===== config.mk =====
export PLATFORM = sky130hd
export DESIGN_NAME = pmsw_ctrl
export DESIGN_NICKNAME = d
export VERILOG_FILES = /design/src/pmsw_pkg.sv /design/src/pmsw_irq_if.sv /design/src/pmsw_ctrl.sv /design/src/pmsw_irq.sv /design/src/pmsw_wprot.sv
export SDC_FILE = /design/constraint.sdc
export NUM_CORES = 1
export LEC_CHECK = 0
export BUFFER_PORTS_ARGS = -buffer_cell sky130_fd_sc_hd__buf_2
export CORE_MARGIN = 4
export CORE_UTILIZATION = 45
export CTS_BUF_LIST = sky130_fd_sc_hd__clkbuf_4
export DETAILED_ROUTE_END_ITERATION = 10
export HOLD_SLACK_MARGIN = 0.15
export PLACE_DENSITY = 0.81
export SLEW_MARGIN = 10
export SYNTH_ARGS = -nofsm -noshare
export SYNTH_HDL_FRONTEND = slang
export SYNTH_HIERARCHICAL = 1
export SYNTH_SLANG_ARGS = --single-unit

===== constraint.sdc =====
create_clock -name clk -period 5.9 [get_ports clk]
set_input_delay 0.59 -clock clk [delete_from_list [all_inputs] [get_ports clk]]
set_output_delay 0.59 -clock clk [all_outputs]
set_load 0.02 [all_outputs]

===== src/pmsw_pkg.sv =====
// Purpose: Shared constants and types of the program memory self-write block
// Assumes: Single 25 MHz clock, synchronous active-high reset
// Notes: Offsets are word-free byte addresses on a plain register port
// How it works
// [RQ1] Space select 1 routes accesses to configuration and identifier space
// [RQ2] Latch-only loads one write latch; otherwise latch then program all
// [RQ3] Latch-only is ignored while erase select is set
// [RQ4] Erase select erases on next write command, cleared on completion
// [RQ5] Starting program or erase sets the error flag; normal end clears it
// [RQ6] Program and erase only happen while program enable is set
// [RQ7] Write control is set-only by software, cleared by hardware at end
// [RQ8] Read control starts a one-cycle read, then clears itself
// [RQ9] Two-bit protect field picks the protected low address range
// [RQ10] Disabled or protected write leaves Flash unchanged and keeps error
package pmsw_pkg;
	localparam int unsigned ADDR_W = 16;
	localparam int unsigned DATA_W = 16;
	localparam int unsigned PM_ADDR_W = 15;
	localparam int unsigned PM_DATA_W = 14;
	localparam int unsigned CFG_W = 14;
	localparam int unsigned EV_W = 3;

	localparam logic [ADDR_W-1:0] CTRL_OFS = 16'h0000;
	localparam logic [ADDR_W-1:0] IRQ_STAT_OFS = 16'h0004;
	localparam logic [ADDR_W-1:0] IRQ_MASK_OFS = 16'h0008;
	localparam logic [ADDR_W-1:0] RDATA_OFS = 16'h000c;
	localparam logic [ADDR_W-1:0] CFG2_OFS = 16'h8008;

	localparam int unsigned B_RD = 0;
	localparam int unsigned B_WR = 1;
	localparam int unsigned B_EN = 2;
	localparam int unsigned B_ERR = 3;
	localparam int unsigned B_ERASE = 4;
	localparam int unsigned B_LATCH = 5;
	localparam int unsigned B_SPACE = 6;
	localparam int unsigned B_UNIMP = 7;
	localparam int unsigned CTRL_W = 8;

	localparam int unsigned EV_DONE = 0;
	localparam int unsigned EV_FAIL = 1;
	localparam int unsigned EV_READ = 2;

	localparam int unsigned WP_LSB = 0;
	localparam int unsigned WP_W = 2;
	localparam logic [WP_W-1:0] WP_NONE = 2'h3;
	localparam logic [WP_W-1:0] WP_SMALL = 2'h2;
	localparam logic [WP_W-1:0] WP_HALF = 2'h1;
	localparam logic [11:0] WP_SMALL_TOP = 12'h01ff;
	localparam logic [11:0] WP_HALF_TOP = 12'h07ff;
	localparam logic [11:0] WP_ALL_TOP = 12'h0fff;

	localparam logic [DATA_W-1:0] RD_ZERO = 16'h0000;
	localparam logic [CTRL_W-1:0] CTRL_RST = 8'h00;
	localparam logic [EV_W-1:0] EV_RST = 3'h0;

	typedef enum logic [2:0] {
		st_idle,
		st_check,
		st_erase,
		st_latch,
		st_prog,
		st_wait,
		st_read
	} pmsw_state_t;
endpackage : pmsw_pkg


===== src/pmsw_irq_if.sv =====
// Purpose: Carries events and interrupt register traffic
// Assumes: Core and interrupt unit share one clock
// Notes: Core drives events and write strobes, unit returns state
`timescale 1ns/1ns
interface pmsw_irq_if;
	logic [pmsw_pkg::EV_W-1:0] evt;
	logic [pmsw_pkg::EV_W-1:0] wdata;
	logic stat_we;
	logic mask_we;
	logic [pmsw_pkg::EV_W-1:0] status;
	logic [pmsw_pkg::EV_W-1:0] mask;
	logic irq;
	modport core (output evt, wdata, stat_we, mask_we,
		input status, mask, irq);
	modport unit (input evt, wdata, stat_we, mask_we,
		output status, mask, irq);
endinterface : pmsw_irq_if


===== src/pmsw_ctrl.sv =====
// Purpose: Program memory self-write controller top
// Assumes: Flash macro answers strobes on this clock, data combinational
// Notes: Config word input is already stable on this clock
`timescale 1ns/1ns
module pmsw_ctrl (
	input wire logic clk,
	input wire logic reset,
	input wire logic [pmsw_pkg::ADDR_W-1:0] reg_addr,
	input wire logic [pmsw_pkg::DATA_W-1:0] reg_wdata,
	input wire logic reg_wr,
	input wire logic reg_rd,
	output logic [pmsw_pkg::DATA_W-1:0] reg_rdata,
	output logic irq,
	input wire logic [pmsw_pkg::CFG_W-1:0] cfg_word_two,
	input wire logic [pmsw_pkg::PM_ADDR_W-1:0] pm_addr,
	input wire logic [pmsw_pkg::PM_DATA_W-1:0] pm_wdata,
	input wire logic [pmsw_pkg::PM_DATA_W-1:0] flash_rdata,
	input wire logic flash_done,
	output logic [pmsw_pkg::PM_ADDR_W-1:0] flash_addr,
	output logic [pmsw_pkg::PM_DATA_W-1:0] flash_wdata,
	output logic flash_space,
	output logic flash_rd_strb,
	output logic flash_latch_strb,
	output logic flash_prog_strb,
	output logic flash_erase_strb
);
	pmsw_pkg::pmsw_state_t state_r;
	pmsw_pkg::pmsw_state_t state_nxt;
	logic space_r;
	logic latch_only_r;
	logic erase_r;
	logic err_r;
	logic en_r;
	logic wr_r;
	logic rd_r;
	logic [pmsw_pkg::DATA_W-1:0] rdata_r;
	logic [pmsw_pkg::PM_DATA_W-1:0] rbuf_r;
	logic [pmsw_pkg::PM_ADDR_W-1:0] addr_r;
	logic [pmsw_pkg::PM_DATA_W-1:0] wdata_r;
	logic space_out_r;
	logic rd_strb_r;
	logic latch_strb_r;
	logic prog_strb_r;
	logic erase_strb_r;
	logic ctrl_we;
	logic wr_set;
	logic rd_set;
	logic idle;
	logic prot_hit;
	logic refuse;
	logic eff_latch_only;
	logic finish_ok;
	logic [pmsw_pkg::CTRL_W-1:0] ctrl_view;
	logic [pmsw_pkg::DATA_W-1:0] rd_mux;

	pmsw_irq_if irq_bus ();

	pmsw_irq u_irq (
		.clk(clk),
		.reset(reset),
		.bus(irq_bus.unit)
	);

	pmsw_wprot u_wprot (
		.wp_field(cfg_word_two[pmsw_pkg::WP_LSB +: pmsw_pkg::WP_W]),
		.space_sel(space_r),
		.addr(addr_r),
		.protected_hit(prot_hit)
	);

	assign idle = (state_r == pmsw_pkg::st_idle);
	assign ctrl_we = reg_wr && (reg_addr == pmsw_pkg::CTRL_OFS);
	// [RQ7] set-only write start
	assign wr_set = ctrl_we && reg_wdata[pmsw_pkg::B_WR] && idle && ~wr_r;
	// [RQ8] set-only read start
	assign rd_set = ctrl_we && reg_wdata[pmsw_pkg::B_RD] && idle && ~rd_r &&
		~wr_set;
	// [RQ6] enable interlock
	assign refuse = ~en_r || prot_hit;
	// [RQ3] erase overrides latch-only
	assign eff_latch_only = latch_only_r && ~erase_r;
	assign finish_ok = ((state_r == pmsw_pkg::st_latch) && eff_latch_only) ||
		((state_r == pmsw_pkg::st_wait) && flash_done);

	// Sequencer
	always_comb begin
		state_nxt = state_r;
		unique case (state_r)
			pmsw_pkg::st_idle: begin
				if (wr_set) begin
					state_nxt = pmsw_pkg::st_check;
				end else if (rd_set) begin
					state_nxt = pmsw_pkg::st_read;
				end
			end
			pmsw_pkg::st_check: begin
				// [RQ10] refused command ends quietly
				if (refuse) begin
					state_nxt = pmsw_pkg::st_idle;
				end else if (erase_r) begin
					state_nxt = pmsw_pkg::st_erase;
				end else begin
					state_nxt = pmsw_pkg::st_latch;
				end
			end
			pmsw_pkg::st_erase: state_nxt = pmsw_pkg::st_wait;
			pmsw_pkg::st_latch: begin
				// [RQ2] latch only or latch then program
				if (eff_latch_only) begin
					state_nxt = pmsw_pkg::st_idle;
				end else begin
					state_nxt = pmsw_pkg::st_prog;
				end
			end
			pmsw_pkg::st_prog: state_nxt = pmsw_pkg::st_wait;
			pmsw_pkg::st_wait: begin
				if (flash_done) begin
					state_nxt = pmsw_pkg::st_idle;
				end
			end
			pmsw_pkg::st_read: state_nxt = pmsw_pkg::st_idle;
			default: state_nxt = pmsw_pkg::st_idle;
		endcase
	end

	always_ff @(posedge clk) begin
		if (reset) begin
			state_r <= pmsw_pkg::st_idle;
		end else begin
			state_r <= state_nxt;
		end
	end

	// Mode bits frozen while busy so a running operation keeps its target
	always_ff @(posedge clk) begin
		if (reset) begin
			space_r <= 1'b0;
			latch_only_r <= 1'b0;
			en_r <= 1'b0;
		end else if (ctrl_we && idle) begin
			space_r <= reg_wdata[pmsw_pkg::B_SPACE];
			latch_only_r <= reg_wdata[pmsw_pkg::B_LATCH];
			en_r <= reg_wdata[pmsw_pkg::B_EN];
		end
	end

	// [RQ4] erase select cleared on completion
	always_ff @(posedge clk) begin
		if (reset) begin
			erase_r <= 1'b0;
		end else if ((state_r == pmsw_pkg::st_wait) && flash_done) begin
			erase_r <= 1'b0;
		end else if (ctrl_we && idle) begin
			erase_r <= reg_wdata[pmsw_pkg::B_ERASE];
		end
	end

	// [RQ5] error set on start, cleared on normal end
	always_ff @(posedge clk) begin
		if (reset) begin
			err_r <= 1'b0;
		end else if (wr_set) begin
			err_r <= 1'b1;
		end else if (finish_ok) begin
			err_r <= 1'b0;
		end else if (ctrl_we) begin
			err_r <= reg_wdata[pmsw_pkg::B_ERR];
		end
	end

	// [RQ7] hardware clears write control
	always_ff @(posedge clk) begin
		if (reset) begin
			wr_r <= 1'b0;
		end else if (wr_set) begin
			wr_r <= 1'b1;
		end else if (finish_ok ||
			((state_r == pmsw_pkg::st_check) && refuse)) begin
			wr_r <= 1'b0;
		end
	end

	// [RQ8] one-cycle read and self clear
	always_ff @(posedge clk) begin
		if (reset) begin
			rd_r <= 1'b0;
			rbuf_r <= '0;
		end else if (rd_set) begin
			rd_r <= 1'b1;
		end else if (state_r == pmsw_pkg::st_read) begin
			rd_r <= 1'b0;
			rbuf_r <= flash_rdata;
		end
	end

	// [RQ1] target space and address held for the operation
	always_ff @(posedge clk) begin
		if (reset) begin
			addr_r <= '0;
			wdata_r <= '0;
			space_out_r <= 1'b0;
		end else if (wr_set || rd_set) begin
			addr_r <= pm_addr;
			wdata_r <= pm_wdata;
			// Same write may set space and start, so take the new value
			space_out_r <= reg_wdata[pmsw_pkg::B_SPACE];
		end
	end

	// Strobes registered from next state to line up with the state
	always_ff @(posedge clk) begin
		if (reset) begin
			rd_strb_r <= 1'b0;
			latch_strb_r <= 1'b0;
			prog_strb_r <= 1'b0;
			erase_strb_r <= 1'b0;
		end else begin
			rd_strb_r <= (state_nxt == pmsw_pkg::st_read);
			latch_strb_r <= (state_nxt == pmsw_pkg::st_latch);
			prog_strb_r <= (state_nxt == pmsw_pkg::st_prog);
			erase_strb_r <= (state_nxt == pmsw_pkg::st_erase);
		end
	end

	// Events toward the interrupt unit
	always_comb begin
		irq_bus.evt = '0;
		irq_bus.evt[pmsw_pkg::EV_DONE] = finish_ok;
		irq_bus.evt[pmsw_pkg::EV_FAIL] = (state_r == pmsw_pkg::st_check) &&
			refuse;
		irq_bus.evt[pmsw_pkg::EV_READ] = (state_r == pmsw_pkg::st_read);
		irq_bus.wdata = reg_wdata[pmsw_pkg::EV_W-1:0];
		irq_bus.stat_we = reg_wr && (reg_addr == pmsw_pkg::IRQ_STAT_OFS);
		irq_bus.mask_we = reg_wr && (reg_addr == pmsw_pkg::IRQ_MASK_OFS);
	end

	// Register read path, unmapped addresses read zero
	always_comb begin
		ctrl_view = {1'b1, space_r, latch_only_r, erase_r, err_r, en_r,
			wr_r, rd_r};
		rd_mux = pmsw_pkg::RD_ZERO;
		unique case (reg_addr)
			pmsw_pkg::CTRL_OFS: rd_mux = {8'h00, ctrl_view};
			pmsw_pkg::IRQ_STAT_OFS: rd_mux = {13'h0000, irq_bus.status};
			pmsw_pkg::IRQ_MASK_OFS: rd_mux = {13'h0000, irq_bus.mask};
			pmsw_pkg::RDATA_OFS: rd_mux = {2'h0, rbuf_r};
			pmsw_pkg::CFG2_OFS: rd_mux = {2'h0, cfg_word_two};
			default: rd_mux = pmsw_pkg::RD_ZERO;
		endcase
	end

	always_ff @(posedge clk) begin
		if (reset) begin
			rdata_r <= pmsw_pkg::RD_ZERO;
		end else if (reg_rd) begin
			rdata_r <= rd_mux;
		end else begin
			rdata_r <= pmsw_pkg::RD_ZERO;
		end
	end

	assign reg_rdata = rdata_r;
	assign irq = irq_bus.irq;
	assign flash_addr = addr_r;
	assign flash_wdata = wdata_r;
	assign flash_space = space_out_r;
	assign flash_rd_strb = rd_strb_r;
	assign flash_latch_strb = latch_strb_r;
	assign flash_prog_strb = prog_strb_r;
	assign flash_erase_strb = erase_strb_r;

	// [RQ5] error flag rises with write control
	a_start_sets_err: assert property (@(posedge clk) disable iff (reset)
		wr_set |=> (err_r && wr_r && state_r == pmsw_pkg::st_check))
		else $error("start did not raise error flag"); // [RQ5]

	// [RQ5] normal finish clears error
	a_finish_clears_err: assert property (@(posedge clk) disable iff (reset)
		(finish_ok && !wr_set) |=> (!err_r && !wr_r))
		else $error("normal finish left error or write bit"); // [RQ5]

	// [RQ6] disabled command never strobes Flash
	a_disabled_inhibit: assert property (@(posedge clk) disable iff (reset)
		(state_r == pmsw_pkg::st_check && !en_r) |=>
		(!flash_prog_strb && !flash_erase_strb && !flash_latch_strb && err_r
		&& !wr_r))
		else $error("disabled command reached Flash"); // [RQ6]

	// [RQ10] protected command leaves Flash alone
	a_protect_block: assert property (@(posedge clk) disable iff (reset)
		(state_r == pmsw_pkg::st_check && prot_hit) |=>
		(idle && !flash_latch_strb) ##1 (!flash_prog_strb && err_r))
		else $error("protected address was written"); // [RQ10]

	// [RQ2] latch then program when not latch-only
	a_latch_then_prog: assert property (@(posedge clk) disable iff (reset)
		(state_r == pmsw_pkg::st_latch && !latch_only_r) |=>
		flash_prog_strb)
		else $error("program did not follow latch"); // [RQ2]

	// [RQ2] latch-only stops after the latch
	a_latch_only_end: assert property (@(posedge clk) disable iff (reset)
		(state_r == pmsw_pkg::st_latch && latch_only_r) |=>
		(idle && !flash_prog_strb))
		else $error("latch-only command programmed Flash"); // [RQ2]

	// [RQ3] erase path ignores latch-only
	a_erase_path: assert property (@(posedge clk) disable iff (reset)
		(state_r == pmsw_pkg::st_check && !refuse && erase_r) |=>
		(flash_erase_strb && !flash_latch_strb) ##1 !flash_prog_strb)
		else $error("erase took the write path"); // [RQ3]

	// [RQ4] erase select self-clears at completion
	a_erase_self_clear: assert property (@(posedge clk) disable iff (reset)
		(state_r == pmsw_pkg::st_wait && flash_done && erase_r) |=>
		(!erase_r && !wr_r && idle))
		else $error("erase select not cleared"); // [RQ4]

	// [RQ8] read strobe one cycle, bit clears after
	a_read_one_cycle: assert property (@(posedge clk) disable iff (reset)
		rd_set |=> (flash_rd_strb && rd_r) ##1 (!flash_rd_strb && !rd_r))
		else $error("read did not finish in one cycle"); // [RQ8]

	// [RQ7] write bit holds until hardware ends it
	a_wr_holds: assert property (@(posedge clk) disable iff (reset)
		(wr_r && state_r == pmsw_pkg::st_prog) |=> wr_r)
		else $error("write bit dropped mid operation"); // [RQ7]

	// [RQ1] latch, erase and read strobes carry the selected space
	a_space_route: assert property (@(posedge clk) disable iff (reset)
		(flash_latch_strb || flash_erase_strb || flash_rd_strb) |->
		(flash_space == space_r))
		else $error("access went to the wrong space"); // [RQ1]
endmodule : pmsw_ctrl


===== src/pmsw_irq.sv =====
// Purpose: Sticky event status, mask and level interrupt
// Assumes: Events are one-cycle pulses on the core clock
// Notes: Write one to clear; a new event beats the clear
`timescale 1ns/1ns
module pmsw_irq (
	input wire logic clk,
	input wire logic reset,
	pmsw_irq_if.unit bus
);
	logic [pmsw_pkg::EV_W-1:0] stat_r;
	logic [pmsw_pkg::EV_W-1:0] stat_nxt;
	logic [pmsw_pkg::EV_W-1:0] mask_r;
	logic [pmsw_pkg::EV_W-1:0] mask_nxt;
	logic irq_r;

	genvar i;
	generate
		for (i = 0; i < pmsw_pkg::EV_W; i++) begin : g_bit
			// Set wins so no event is lost
			assign stat_nxt[i] = bus.evt[i] | (stat_r[i] &
				~(bus.stat_we & bus.wdata[i]));
		end
	endgenerate
	assign mask_nxt = bus.mask_we ? bus.wdata : mask_r;

	always_ff @(posedge clk) begin
		if (reset) begin
			stat_r <= pmsw_pkg::EV_RST;
			mask_r <= pmsw_pkg::EV_RST;
			irq_r <= 1'b0;
		end else begin
			stat_r <= stat_nxt;
			mask_r <= mask_nxt;
			irq_r <= |(stat_nxt & mask_nxt);
		end
	end

	assign bus.status = stat_r;
	assign bus.mask = mask_r;
	assign bus.irq = irq_r;
endmodule : pmsw_irq


===== src/pmsw_wprot.sv =====
// Purpose: Write protection decode of the self-write address
// Assumes: Program space spans 000h to FFFh
// Notes: Configuration space is never range protected here
`timescale 1ns/1ns
module pmsw_wprot (
	input wire logic [pmsw_pkg::WP_W-1:0] wp_field,
	input wire logic space_sel,
	input wire logic [pmsw_pkg::PM_ADDR_W-1:0] addr,
	output logic protected_hit
);
	localparam int unsigned PM_ADDR_HI = pmsw_pkg::PM_ADDR_W - 1;
	logic [11:0] top;

	// [RQ9] range select decode
	always_comb begin
		top = pmsw_pkg::WP_ALL_TOP;
		unique case (wp_field)
			pmsw_pkg::WP_SMALL: top = pmsw_pkg::WP_SMALL_TOP;
			pmsw_pkg::WP_HALF: top = pmsw_pkg::WP_HALF_TOP;
			default: top = pmsw_pkg::WP_ALL_TOP;
		endcase
		protected_hit = ~space_sel && (wp_field != pmsw_pkg::WP_NONE) &&
			(addr[PM_ADDR_HI:12] == '0) && (addr[11:0] <= top);
	end
endmodule : pmsw_wprot


== Yosys cells after proc, flatten, opt, wreduce, memory -nomap -nowiden ==
Index checks and enable logic that the tools add are counted.

* Logic and storage cells: 109
* Register bits after elaboration: 81
* Output and inout bits: 51
* Input bits: 94

* Bitwise operators: 21
* Reductions and logical operators: 33
* Order comparisons: 1
* Equality and inequality tests: 17
* Muxes and demuxes: 17

{| class="wikitable"
|+ Operators with widths
! kind !! number
|-
| $pmux W14 S5 || 1
|-
| $eq A16 B4 Y1 const B || 2
|-
| $pmux W12 S2 || 1
|-
| $logic_and A1 B1 Y1 || 18
|-
| $eq A16 B16 Y1 const B || 1
|-
| $eq A16 B3 Y1 const B || 1
|-
| $logic_not A16 Y1 || 1
|-
| $eq A3 B3 Y1 const B || 5
|-
| $mux W3 || 5
|-
| $pmux W3 S5 || 1
|-
| $eq A3 B2 Y1 const B || 4
|-
| $le A12 B12 Y1 || 1
|-
| $not A1 Y1 || 11
|-
| $mux W1 || 8
|-
| $and A1 B1 Y1 || 6
|-
| $logic_not A3 Y1 || 2
|-
| $reduce_or A2 Y1 || 3
|-
| $logic_or A1 B1 Y1 || 4
|-
| $reduce_bool A2 Y1 || 2
|-
| $and A3 B3 Y3 || 1
|-
| $eq A3 B1 Y1 const B || 1
|-
| $or A1 B1 Y1 || 3
|-
| $reduce_bool A3 Y1 || 1
|-
| $reduce_or A3 Y1 || 1
|-
| other kinds (5) || 5
|}

== Longest topological paths before layout ==
Gate-level depths: netlist (run 1).

* Word-level depth: 11
* Gate-level depth with buffers: 11
* Depth with buffers taken out: 11

== Cells and area by module ==
The synthesis (run 1) kept the hierarchy.

{| class="wikitable"
|+ Modules (own cells, without submodules)
! module !! area each (um^2) !! seq. area each (um^2) !! cells an instance !! times used
|-
| pmsw_ctrl || 3090.5 || 1441.4 || 364 || 1
|-
| pmsw_irq || 261.5 || 140.1 || 26 || 1
|-
| pmsw_wprot || 130.1 || 0.0 || 16 || 1
|}

== Worst setup path before layout (run 1) ==
OpenSTA, ideal clock, no wires.

* Kind: input -> register
* Start: in reg_addr[1] (netlist name)
* End: reg u_irq.irq_r (netlist: u_irq/bus.irq)
* Cell stages on the path: 9
* Data arrival time: 2.348 ns
* Library setup time: 0.129 ns
* Buffers on the path: 2
* Path slack: 3.423 ns
* Data required time: 5.771 ns
* Cells stage by stage: nor4_2 -> and4_1 -> buf_4 -> buf_8 -> nand2_1 -> nor4_1 -> mux2i_1 -> a211o_1 -> o221ai_2

* Elaborated cells on any way between the ends: 19
* Classes of those cells: eq/ne (2); mux (1); bitwise (13); reduce/logical (3)

{| class="wikitable"
|+ RTL lines
! what !! line !! RTL
|-
| start: declaration || pmsw_ctrl.sv:8 || <nowiki>input wire logic [pmsw_pkg::ADDR_W-1:0] reg_addr,</nowiki>
|-
| $eq A16 B4 Y1 || pmsw_ctrl.sv:234 || <nowiki>irq_bus.mask_we = reg_wr && (reg_addr == pmsw_pkg::IRQ_MASK_OFS);</nowiki>
|-
| $logic_and A1 B1 Y1 || pmsw_ctrl.sv:234 ||
|-
| named net irq_bus.mask_we || pmsw_irq_if.sv:9 || <nowiki>logic mask_we;</nowiki>
|-
| $mux W3 || pmsw_irq.sv:24 || <nowiki>assign mask_nxt = bus.mask_we ? bus.wdata : mask_r;</nowiki>
|-
| $and A3 B3 Y3 || pmsw_irq.sv:34 || <nowiki>irq_r <= |(stat_nxt & mask_nxt);</nowiki>
|-
| $reduce_or A3 Y1 || pmsw_irq.sv:34 ||
|-
| end signal: assignment || pmsw_irq.sv:34 ||
|-
| end: declaration || pmsw_irq.sv:14 || <nowiki>logic irq_r;</nowiki>
|}

The timed path passes the listed nets, and every way through them passes these cells.
A chain may end at the register's enable or synchronous reset.

== Final worst setup path (run 1) ==
* Start: in reg_addr[10] (netlist name)
* End: reg u_irq.irq_r (netlist: u_irq/bus.irq)

The elaborated chain is that of the path after synthesis.

==> results.yml, run 1 <==
status:
  status: "finished clean"
yosys:
  yosysTopAreaCellShare_pct: 45.4
  synthTopCellsByArea: "dfxtp_1 45%, a21oi_1 8.6%, o21ai_0 5.3%"
  yosysWarnings: 6
  synth_area_per_cell_um2: 8.58
  synth_ff_type: "dfxtp_1"
  yosysTopAreaCell: "dfxtp_1"
  yosysMostFrequentCell: "dfxtp_1"
  synth_edf_count: 0
  ys_types: 54
  async_reset_ff_share_pct: 0
  ys_seq_elements: 79
  synth_common_cells: "79 x dfxtp_1, 60 x a21oi_1, 37 x o21ai_0"
  seq_area_frac_synth_pct: 45.4
  syn_inst: 406
  synth_area_mm2: 0.00348
final_layout:
  area_growth_pct: 24.3
  antenna_cells: 0
  fin_cells: 625
  drive_gt1_share_pct: 32.1
  fin_nets: 621
floorplan:
  row_count: 31
  fp.coreArea_mm2: 0.00737
  ios: 145
  die_x_um: 96.0
  die_y_um: 96.0
  start_util_pct: 47.2
  dieArea_mm2: 0.00921
placed_design:
  io_buffers: 133
  dp_hpwl_mm: 6.84
  dpl.cell_count: 610
  place.gp.congestion: 0.845
setup_path:
  crit_required_ps: 6190
  crit_fanout: 3
  path_cells: "buf_2 -> nor4_2 -> and4_1 -> nand2_1 -> nor4_1 -> mux2i_1 -> a211o_1 -> o221ai_2"
  end_kind: "flop"
  cp.arrival_ps: 2560
  slowest_stage: "nor4_1"
  path_class: "in -> reg"
  slowest_delay_ps: 600
  critPathLaunchType: "input pin"
grt:
  grt_pass1_vias: 3325
  grt_pass1_wl_mm: 15.3
  grt_max_degree: 62
  antenna_found_initial: 0
  overflow: 0
  grt_usage_pct: 21.1
clock_tree:
  clock_latency_ps: 420
  clockBufferDepth: 2
  hold_buffers: 0
  postCtsSetupRepairBufs: 0
  cts_buffers: 9
  htree_levels: 3
  cts_sinks: 79
  ctsRootBufferMaster: "clkbuf_4"
  cts_tree: "built"
  post_cts_resized: 0
  clk_pin_slew_ps: 130
sta:
  maxClockFrequency_mhz: 442
  fin_crit_sh_pct: 38.4
  setup_viol: 0
  finalHoldViolCount: 0
  rsz0062_at_grt: "false"
  finalMaxSlewViolations: 0
  tightestPinTransition_ps: 894
  fin_crit_ps: 2260
  setup-tns-final_ps: 0
  fin_worst_skew_ps: 17.8
  slew_headroom_pct: 40.4
route:
  viasPerCell: 5.42
  routed-wl-met3_um: 665
  num_vias: 3386
  met2_length_mm: 4.74
  wirelength_mm: 9.51
  highest_layer: "met4"
  wl_per_cell_um: 15.2
  drt_pre_antenna_iters: 5
  wl_met1_mm: 3.97
  ant_nets: 0
  drt_iter0_drc: 170
  drcViolationCount: 0
flow_run:
  maxCapViolCount: 0
pwr:
  ir_worst_vdd_uv: 139
  power_mw: 1.04
  powerDensity_mw_per_mm2: 241
  p_leak_nw: 1.82
hold_path:
  hp-class: "in -> reg"
[report_power, final]
group | switching (mW) | total (mW) | internal (mW) | leakage [nW]
Combinational | 0.0374 | 0.0667 | 0.0294 | 1.07
Clock | 0.187 | 0.442 | 0.255 | 0.106
Sequential | 0.00000161 | 0.533 | 0.533 | 0.636
[cell usage in the layout, fill, tap and decap left out, types with 3 or more instances in the layout]
| cell | n |
|---|---|
| buf_4 | 4 |
| a22oi_1 | 10 |
| clkbuf_4 | 9 |
| inv_1 | 7 |
| o21ai_0 | 37 |
| nand2_1 | 35 |
| a2bb2oi_1 | 5 |
| nand2b_1 | 4 |
| dfxtp_1 | 79 |
| ha_1 | 5 |
| nor2b_1 | 7 |
| buf_2 | 133 |
| nand3_1 | 34 |
| bufinv_16 | 4 |
| nor3_1 | 8 |
| nor2_1 | 25 |
| nand4_1 | 5 |
| a21oi_1 | 60 |
| mux2i_1 | 8 |
| or2_1 | 3 |
[metal layers]
metal	vias up	GRT usage (%)
li1	1675	-
met1	1592	25.5
met2	106	36.5
met3	13	5.79
met4	0	6.52
met5	-	0
[logic make-up (layout without fill, tap and decap cells)]
logic type | Yosys count | count (layout) | share of synthesized area, %
AND/OR/NAND/NOR | 142 | 142 | 22.0
AO/OA/AOI/OAI | 128 | 128 | 21.8
flip-flops | 79 | 79 | 45.4
buffers and inverters | 41 | 160 | 5.96
multiplexers | 9 | 9 | 2.62
adder cells (fa/ha/maj) | 5 | 5 | 1.80
other | 1 | 2 | 0.108
XOR/XNOR | 1 | 1 | 0.252
[final timing paths]
path                                              from                          end  slack, ps  cells after the start
worst min register to register  rbuf_r[1]$_SDFFE_PP0P_       rbuf_r[1]$_SDFFE_PP0P_        470                      2
worst max-delay path                      reg_addr[10]     u_irq/bus.irq$_SDFF_PP0_       3640                      8
worst min-delay path                    flash_rdata[1]       rbuf_r[1]$_SDFFE_PP0P_        390                      3
worst max register to register   state_r[2]$_SDFF_PP0_  flash_wdata[4]$_SDFFE_PP0P_       3940                      4
[worst max-delay path, delay by kind of cell]
kind	cells	cell delay, ps
buf+inv	1	100
simple gates	4	1280
compound gates	2	240
mux	1	340
[state kept, by name, indices dropped and copies added (netlist names)]
register / cells
flash_addr: 15
en_r: 1
flash_wdata: 14
space_r: 1
state_r: 3
flash_erase_strb: 1
u_irq/bus.irq: 1
err_r: 1
u_irq/bus.status: 3
flash_space: 1
rbuf_r: 14
latch_only_r: 1
flash_latch_strb: 1
rd_r: 1
wr_r: 1
flash_prog_strb: 1
reg_rdata: 14
flash_rd_strb: 1
u_irq/bus.mask: 3
erase_r: 1
[layout make-up]
cell class / instances / area [um2]
clock buffer: 9 / 67.6
inverter: 8 / 30.0
tap: 99 / 124
sequential: 79 / 1580
multi-input combinational: 287 / 1700
fill: 659 / 3040
clock inverter: 6 / 134
timing repair buffer: 137 / 696
[through the flow]
stage / cell area [um2] / setup WS [ps] / util (%) / hold slack (ps)
detailed placement: 4130 / 3200 / 56.0 / 450
global route: 4330 / 3470 / 58.7 / 361
global placement: 4130 / 3270 / 56.0 / 443
finish: 4330 / 3640 / 58.7 / 387
floorplan: 3490 / 3420 / - / 436
CTS: 4330 / 3650 / 58.7 / 355
(Power assumes the default switching activity.)
==> run 2, diff against run 1 <==
--- a/config.mk
+++ b/config.mk
@@ -11,7 +11,7 @@
 export CTS_BUF_LIST = sky130_fd_sc_hd__clkbuf_4
 export DETAILED_ROUTE_END_ITERATION = 10
 export HOLD_SLACK_MARGIN = 0.15
-export PLACE_DENSITY = 0.81
+export PLACE_DENSITY = 0.84
 export SLEW_MARGIN = 10
 export SYNTH_ARGS = -nofsm -noshare
 export SYNTH_HDL_FRONTEND = slang
==> constraint.sdc (replaced) <==
create_clock -name clk -period 1.99 [get_ports clk]
set_input_delay 0.199 -clock clk [delete_from_list [all_inputs] [get_ports clk]]
set_output_delay 0.199 -clock clk [all_outputs]
set_load 0.02 [all_outputs]
==> run 2 against run 1 <==
Sequential power grew to 3.0 times the previous value. Clock power is 150% higher. Setup slack lost 3600 ps. Power grew to 2.9 times the previous value. Clock-buffer cell count up 1. Critical path type unchanged. Largest power group unchanged. Highest routed layer unchanged.
==> results.yml, run 2 (same netlist as run 1, synthesis figures left out) <==
status:
  status: "finished clean"
placed_design:
  dp_hpwl_mm: 7.23
  dpl.cell_count: 618
  dpl_cell_area_mm2: 0.00419
  io_buffers: 133
  place.gp.congestion: 0.876
final_layout:
  final_cell_area_mm2: 0.00516
  seq_area_mm2: 0.00159
  layout_commonest_cell: "buf_2"
  num-fill-cells: 506
  drive_gt1_share_pct: 31.6
  fin_nets: 705
  largest_reg_flops: 15
  multi_input_area_mm2: 0.00173
  final_cell_mix: "132 x buf_2, 73 x dfxtp_1, 73 x dlygate4sd3_1"
  area_growth_pct: 48.3
  fin_cells: 712
sta:
  fin_crit_ps: 1940
  fin_crit_sh_pct: 97.7
  tightestPinTransition_ps: 771
  setup_viol: 0
  slew_headroom_pct: 48.5
  setup-tns-final_ps: 0
  whs_ps: 259
  fin_worst_skew_ps: 15.1
  finalHoldViolCount: 0
  maxClockFrequency_mhz: 514
  finalMaxSlewViolations: 0
pwr:
  p_switching_mw: 0.713
  clkPwrFrac_pct: 36.3
  ir_worst_vdd_uv: 391
  powerDensity_mw_per_mm2: 579
  p_leak_nw: 2.18
  p_sw_share_pct: 23.8
  power_mw: 2.99
  power_frac_comb_pct: 10.9
  power.internal_mw: 2.28
  p_seq_share_pct: 52.8
clock_tree:
  cts_buffers: 9
  clk_pin_slew_ps: 130
  ctsRootBufferMaster: "clkbuf_4"
  htree_levels: 3
  cts_sinks: 79
  cts_tree: "built"
  clock_latency_ps: 420
  clockBufferDepth: 2
route:
  drcViolationCount: 0
  wl_per_cell_um: 17.8
  drt_pre_antenna_iters: 5
  wirelength_mm: 12.7
  ant_nets: 0
  viasPerCell: 5.66
  num_vias: 4030
  drt_iter0_drc: 384
grt:
  grt_pass1_vias: 4017
  grt_usage_pct: 26.7
  antenna_found_initial: 0
  overflow: 0
  grt_max_degree: 42
  grt_pass1_wl_mm: 18.9
floorplan:
  ios: 145
  start_util_pct: 47.2
  die_x_um: 96.0
  row_count: 31
  fp.coreArea_mm2: 0.00737
  die_y_um: 96.0
  dieArea_mm2: 0.00921
hold_path:
  min_path_cells: 5
  worstHoldStart: "cfg_word_two[0]"
  hp-class: "in -> reg"
  hold_end: "reg_rdata[0]$_SDFF_PP0_"
setup_path:
  critPathLaunchType: "input pin"
  end_kind: "flop"
  crit_buf_inv: 3
  crit_fanout: 11
  reg2reg_from: "flash_addr[9]$_SDFFE_PP0P_"
  crit_required_ps: 2360
  regToRegEndpoint: "wr_r$_SDFFE_PP0P_"
  cp_top_family: "buffers and inverters"
  path_cells: "dlygate4sd3_1 -> buf_6 -> nor4_4 -> and2_4 -> nand3_1 -> a21oi_2 -> dlygate4sd3_1"
  path_class: "in -> reg"
  cp.arrival_ps: 2310
  slowest_delay_ps: 570
  crit_top_cell: "dlygate4sd3_1"
  slowest_stage: "dlygate4sd3_1"
  r2r_cells: 8
  r2r_setup_slack_ps: 50
flow_run:
  maxCapViolCount: 0
[run 2: area by class of cell]
| type | count | share of cell area, % |
|---|---|---|
| multi-input cells | 287 | 33.5 |
| flip-flops and latches | 79 | 30.8 |
| repair buffers | 221 | 29.4 |
| well taps | 99 | 2.40 |
| clock inverters | 6 | 1.65 |
| clock buffers | 10 | 1.45 |
| inverters | 8 | 0.678 |
| diodes | 2 | 0.0969 |
[run 2: repair_timing]
action | in CTS | in global routing
endpoints found under the setup margin | 0 | 14
hold buffers | 73 | 0
resized for setup | 0 | 22
hold endpoints to repair | 65 | 0
buffers inserted | 0 | 3
[run 2: worst max path at each step]
stage / from / end / slack [ps] / cells past startpoint
floorplan: cfg_word_two[0] / wr_r$_SDFFE_PP0P_ / 50 / 11
global placement: cfg_word_two[0] / wr_r$_SDFFE_PP0P_ / -130 / 12
detailed placement: cfg_word_two[0] / wr_r$_SDFFE_PP0P_ / -230 / 12
CTS: flash_addr[10]$_SDFFE_PP0P_ / wr_r$_SDFFE_PP0P_ / 10 / 8
global route: reg_addr[3] / erase_r$_SDFFE_PP0P_ / -40 / 7
finish: reg_addr[3] / erase_r$_SDFFE_PP0P_ / 50 / 7
[run 2: worst register-to-register path, delay by kind of cell, from the launching register on]
| family | cells | cell delay [ps] |
|---|---|---|
| and+or+nand+nor | 5 | 850 |
| adders and majority gates | 1 | 300 |
| DFF | 1 | 350 |
| AOI/OAI and AO/OA | 2 | 400 |
[run 2: per-layer routing]
metal  share of wire (%)  wire length (um)  GRT usage (%)
met1                  35              4490           28.1
met2                  52              6560           48.7
met3                 7.6               963           5.39
met4                 5.3               669           15.5
met5                   0                 0              0
[run 2: per-stage QoR]
stage | utilization, % | setup WS, ps
2_1_floorplan | - | 49.0
3_3_place_gp | 56.9 | -132
3_5_place_dp | 56.9 | -233
4_1_cts | 69.0 | 9.51
5_1_grt | 70.0 | -37.7
6_report | 70.1 | 46.0
[run 2: power by group through the flow]
stage	combinational [mW]	sequential (mW)	clock, mW
after CTS	0.302	1.58	1.08
after global placement	0.197	1.62	0
after global routing	0.347	1.58	1.13
after detailed placement	0.202	1.62	0
final	0.326	1.58	1.09
after floorplan	0.0889	1.62	0
==> run 3, diff against run 2 <==
==> constraint.sdc (replaced) <==
create_clock -name clk -period 1.99 [get_ports clk]
set_input_delay 0.398 -clock clk [delete_from_list [all_inputs] [get_ports clk]]
set_output_delay 0.398 -clock clk [all_outputs]
set_load 0.02 [all_outputs]
==> run 3 against run 2 <==
Routed wire length decreased by 21%. Utilization decreased by 9.8 points. Combinational power decreased by 32%. Register-to-register slack improved by 50 ps. Worst hold slack got worse by 70 ps. Setup slack improved by 50 ps. Clock-buffer cell count decreased by 1. Highest routed layer unchanged. Critical path type is now reg -> reg. Fmax increased by 2.7%. Design area decreased by 14%.
==> results.yml, run 3 (same netlist as run 1, synthesis figures left out) <==
status:
  status: "finished clean"
placed_design:
  io_buffers: 133
  dp_slack_ps: -338
  dp_hpwl_mm: 7.40
  place.gp.congestion: 0.820
grt:
  grt_usage_pct: 21.4
  grt_pass1_wl_mm: 15.4
  grt_pass1_vias: 3375
  antenna_found_initial: 0
  grt_max_degree: 36
  overflow: 0
route:
  wirelength_mm: 9.98
  ant_nets: 0
  met2_length_mm: 4.98
  drcViolationCount: 0
  drt_pre_antenna_iters: 5
  routed-wl-met3_um: 773
  highest_layer: "met4"
  wl_met1_mm: 4.01
  wl_per_cell_um: 15.6
  drt_iter0_drc: 161
  num_vias: 3487
  viasPerCell: 5.44
sta:
  finalMaxSlewViolations: 0
  fin_crit_sh_pct: 95.2
  finalHoldViolCount: 0
  slew_headroom_pct: 55.8
  fin_worst_skew_ps: 18.7
  whs_ps: 189
  maxClockFrequency_mhz: 528
  fin_crit_ps: 1890
  tightestPinTransition_ps: 656
  setup_slack_ps: 96.5
  setup-tns-final_ps: 0
  setup_viol: 0
setup_path:
  cp.arrival_ps: 2270
  end_kind: "flop"
  critPathLaunchType: "flop"
  reg2reg_from: "flash_addr[10]$_SDFFE_PP0P_"
  r2r_setup_slack_ps: 100
  crit_start: "flash_addr[10]$_SDFFE_PP0P_"
  regToRegEndpoint: "wr_r$_SDFFE_PP0P_"
  r2r_cells: 8
  path_class: "reg -> reg"
  crit_fanout: 3
  crit_required_ps: 2370
hold_path:
  min_path_cells: 3
  hp-class: "in -> reg"
  worstHoldStart: "flash_rdata[11]"
  hold_end: "rbuf_r[11]$_SDFFE_PP0P_"
clock_tree:
  cts_tree: "built"
  cts_sinks: 79
  clock_latency_ps: 430
  clk_pin_slew_ps: 140
  hold_buffers: 0
  cts_buffers: 9
  clockBufferDepth: 2
  htree_levels: 3
  ctsRootBufferMaster: "clkbuf_4"
pwr:
  powerDensity_mw_per_mm2: 600
  ir_worst_vdd_uv: 322
  p_leak_nw: 1.86
floorplan:
  dieArea_mm2: 0.00921
  start_util_pct: 47.2
  row_count: 31
  ios: 145
  fp.coreArea_mm2: 0.00737
  die_x_um: 96.0
  die_y_um: 96.0
flow_run:
  maxCapViolCount: 0
final_layout:
  fin_nets: 635
  drive_gt1_share_pct: 35.7
  final_cell_mix: "133 x buf_2, 78 x dfxtp_1, 59 x a21oi_1"
  area_growth_pct: 27.6
  largest_reg_flops: 15
  layout_commonest_cell: "buf_2"
[run 3: changes by cell type in the layout (fill, tap and decap cells not counted), sizes merged, moves of 2 or more]
cell	delta
inv	+3
dlygate4sd3	-73
bufinv	-2
buf	+3
[run 3: worst max-delay path: stages (launching register included)]
cell	delay [ps]
dfxtp_2	350
ha_1	310
a21o_1	120
a21oi_1	60
o211a_1	240
nor2b_2	180
nor2b_1	90
or3b_4	400
a21oi_2	110
[run 3: metal layers]
metal / vias to the layer above / global-route usage [%]
met5: - / 0
met4: 0 / 7.46
met3: 21 / 6.49
met2: 134 / 37.3
met1: 1624 / 24.9
li1: 1708 / -
[run 3: layout make-up]
| class | count | area, um2 |
|---|---|---|
| fillers | 656 | 2930 |
| multi-input cells | 287 | 1750 |
| flip-flops and latches | 79 | 1580 |
| repair buffers | 151 | 826 |
| well taps | 99 | 124 |
| clock buffers | 9 | 67.6 |
| clock inverters | 7 | 55.1 |
| inverters | 8 | 37.5 |
| diodes | 1 | 2.50 |
[run 3: power breakdown]
group          internal (mW)  total [mW]  switching [mW]
combinational          0.103       0.223           0.120
clock                  0.267       0.863           0.597
sequential              1.58        1.58      0.00000502
total                   1.95        2.67           0.716
[run 3: through the flow]
step / power (mW) / utilization, % / cell area [um2] / std cells
final: 2.67 / 60.3 / 4440 / 641
after global routing: 2.79 / 60.3 / 4440 / 640
after CTS: 2.69 / 60.0 / 4420 / 639
after detailed placement: 1.84 / 58.4 / 4300 / 623
after global placement: 1.83 / 58.4 / 4300 / 623
after floorplan: 1.71 / - / 3540 / 407
[run 3: how the worst max path moves through the flow]
stage,to,slack (ps),cells past startpoint
CTS,flash_erase_strb$_SDFF_PP0_,40,8
floorplan,u_irq/bus.irq$_SDFF_PP0_,-40,9
global placement,flash_erase_strb$_SDFF_PP0_,-270,12
detailed placement,flash_erase_strb$_SDFF_PP0_,-340,12
global route,wr_r$_SDFFE_PP0P_,-4,8
finish,wr_r$_SDFFE_PP0P_,100,8
[run 3: repair_timing]
item,4_1_cts,5_1_grt
hold endpoints to repair,0,0
setup endpoints to repair,0,4
buffers inserted,0,1
gates resized for setup,0,4
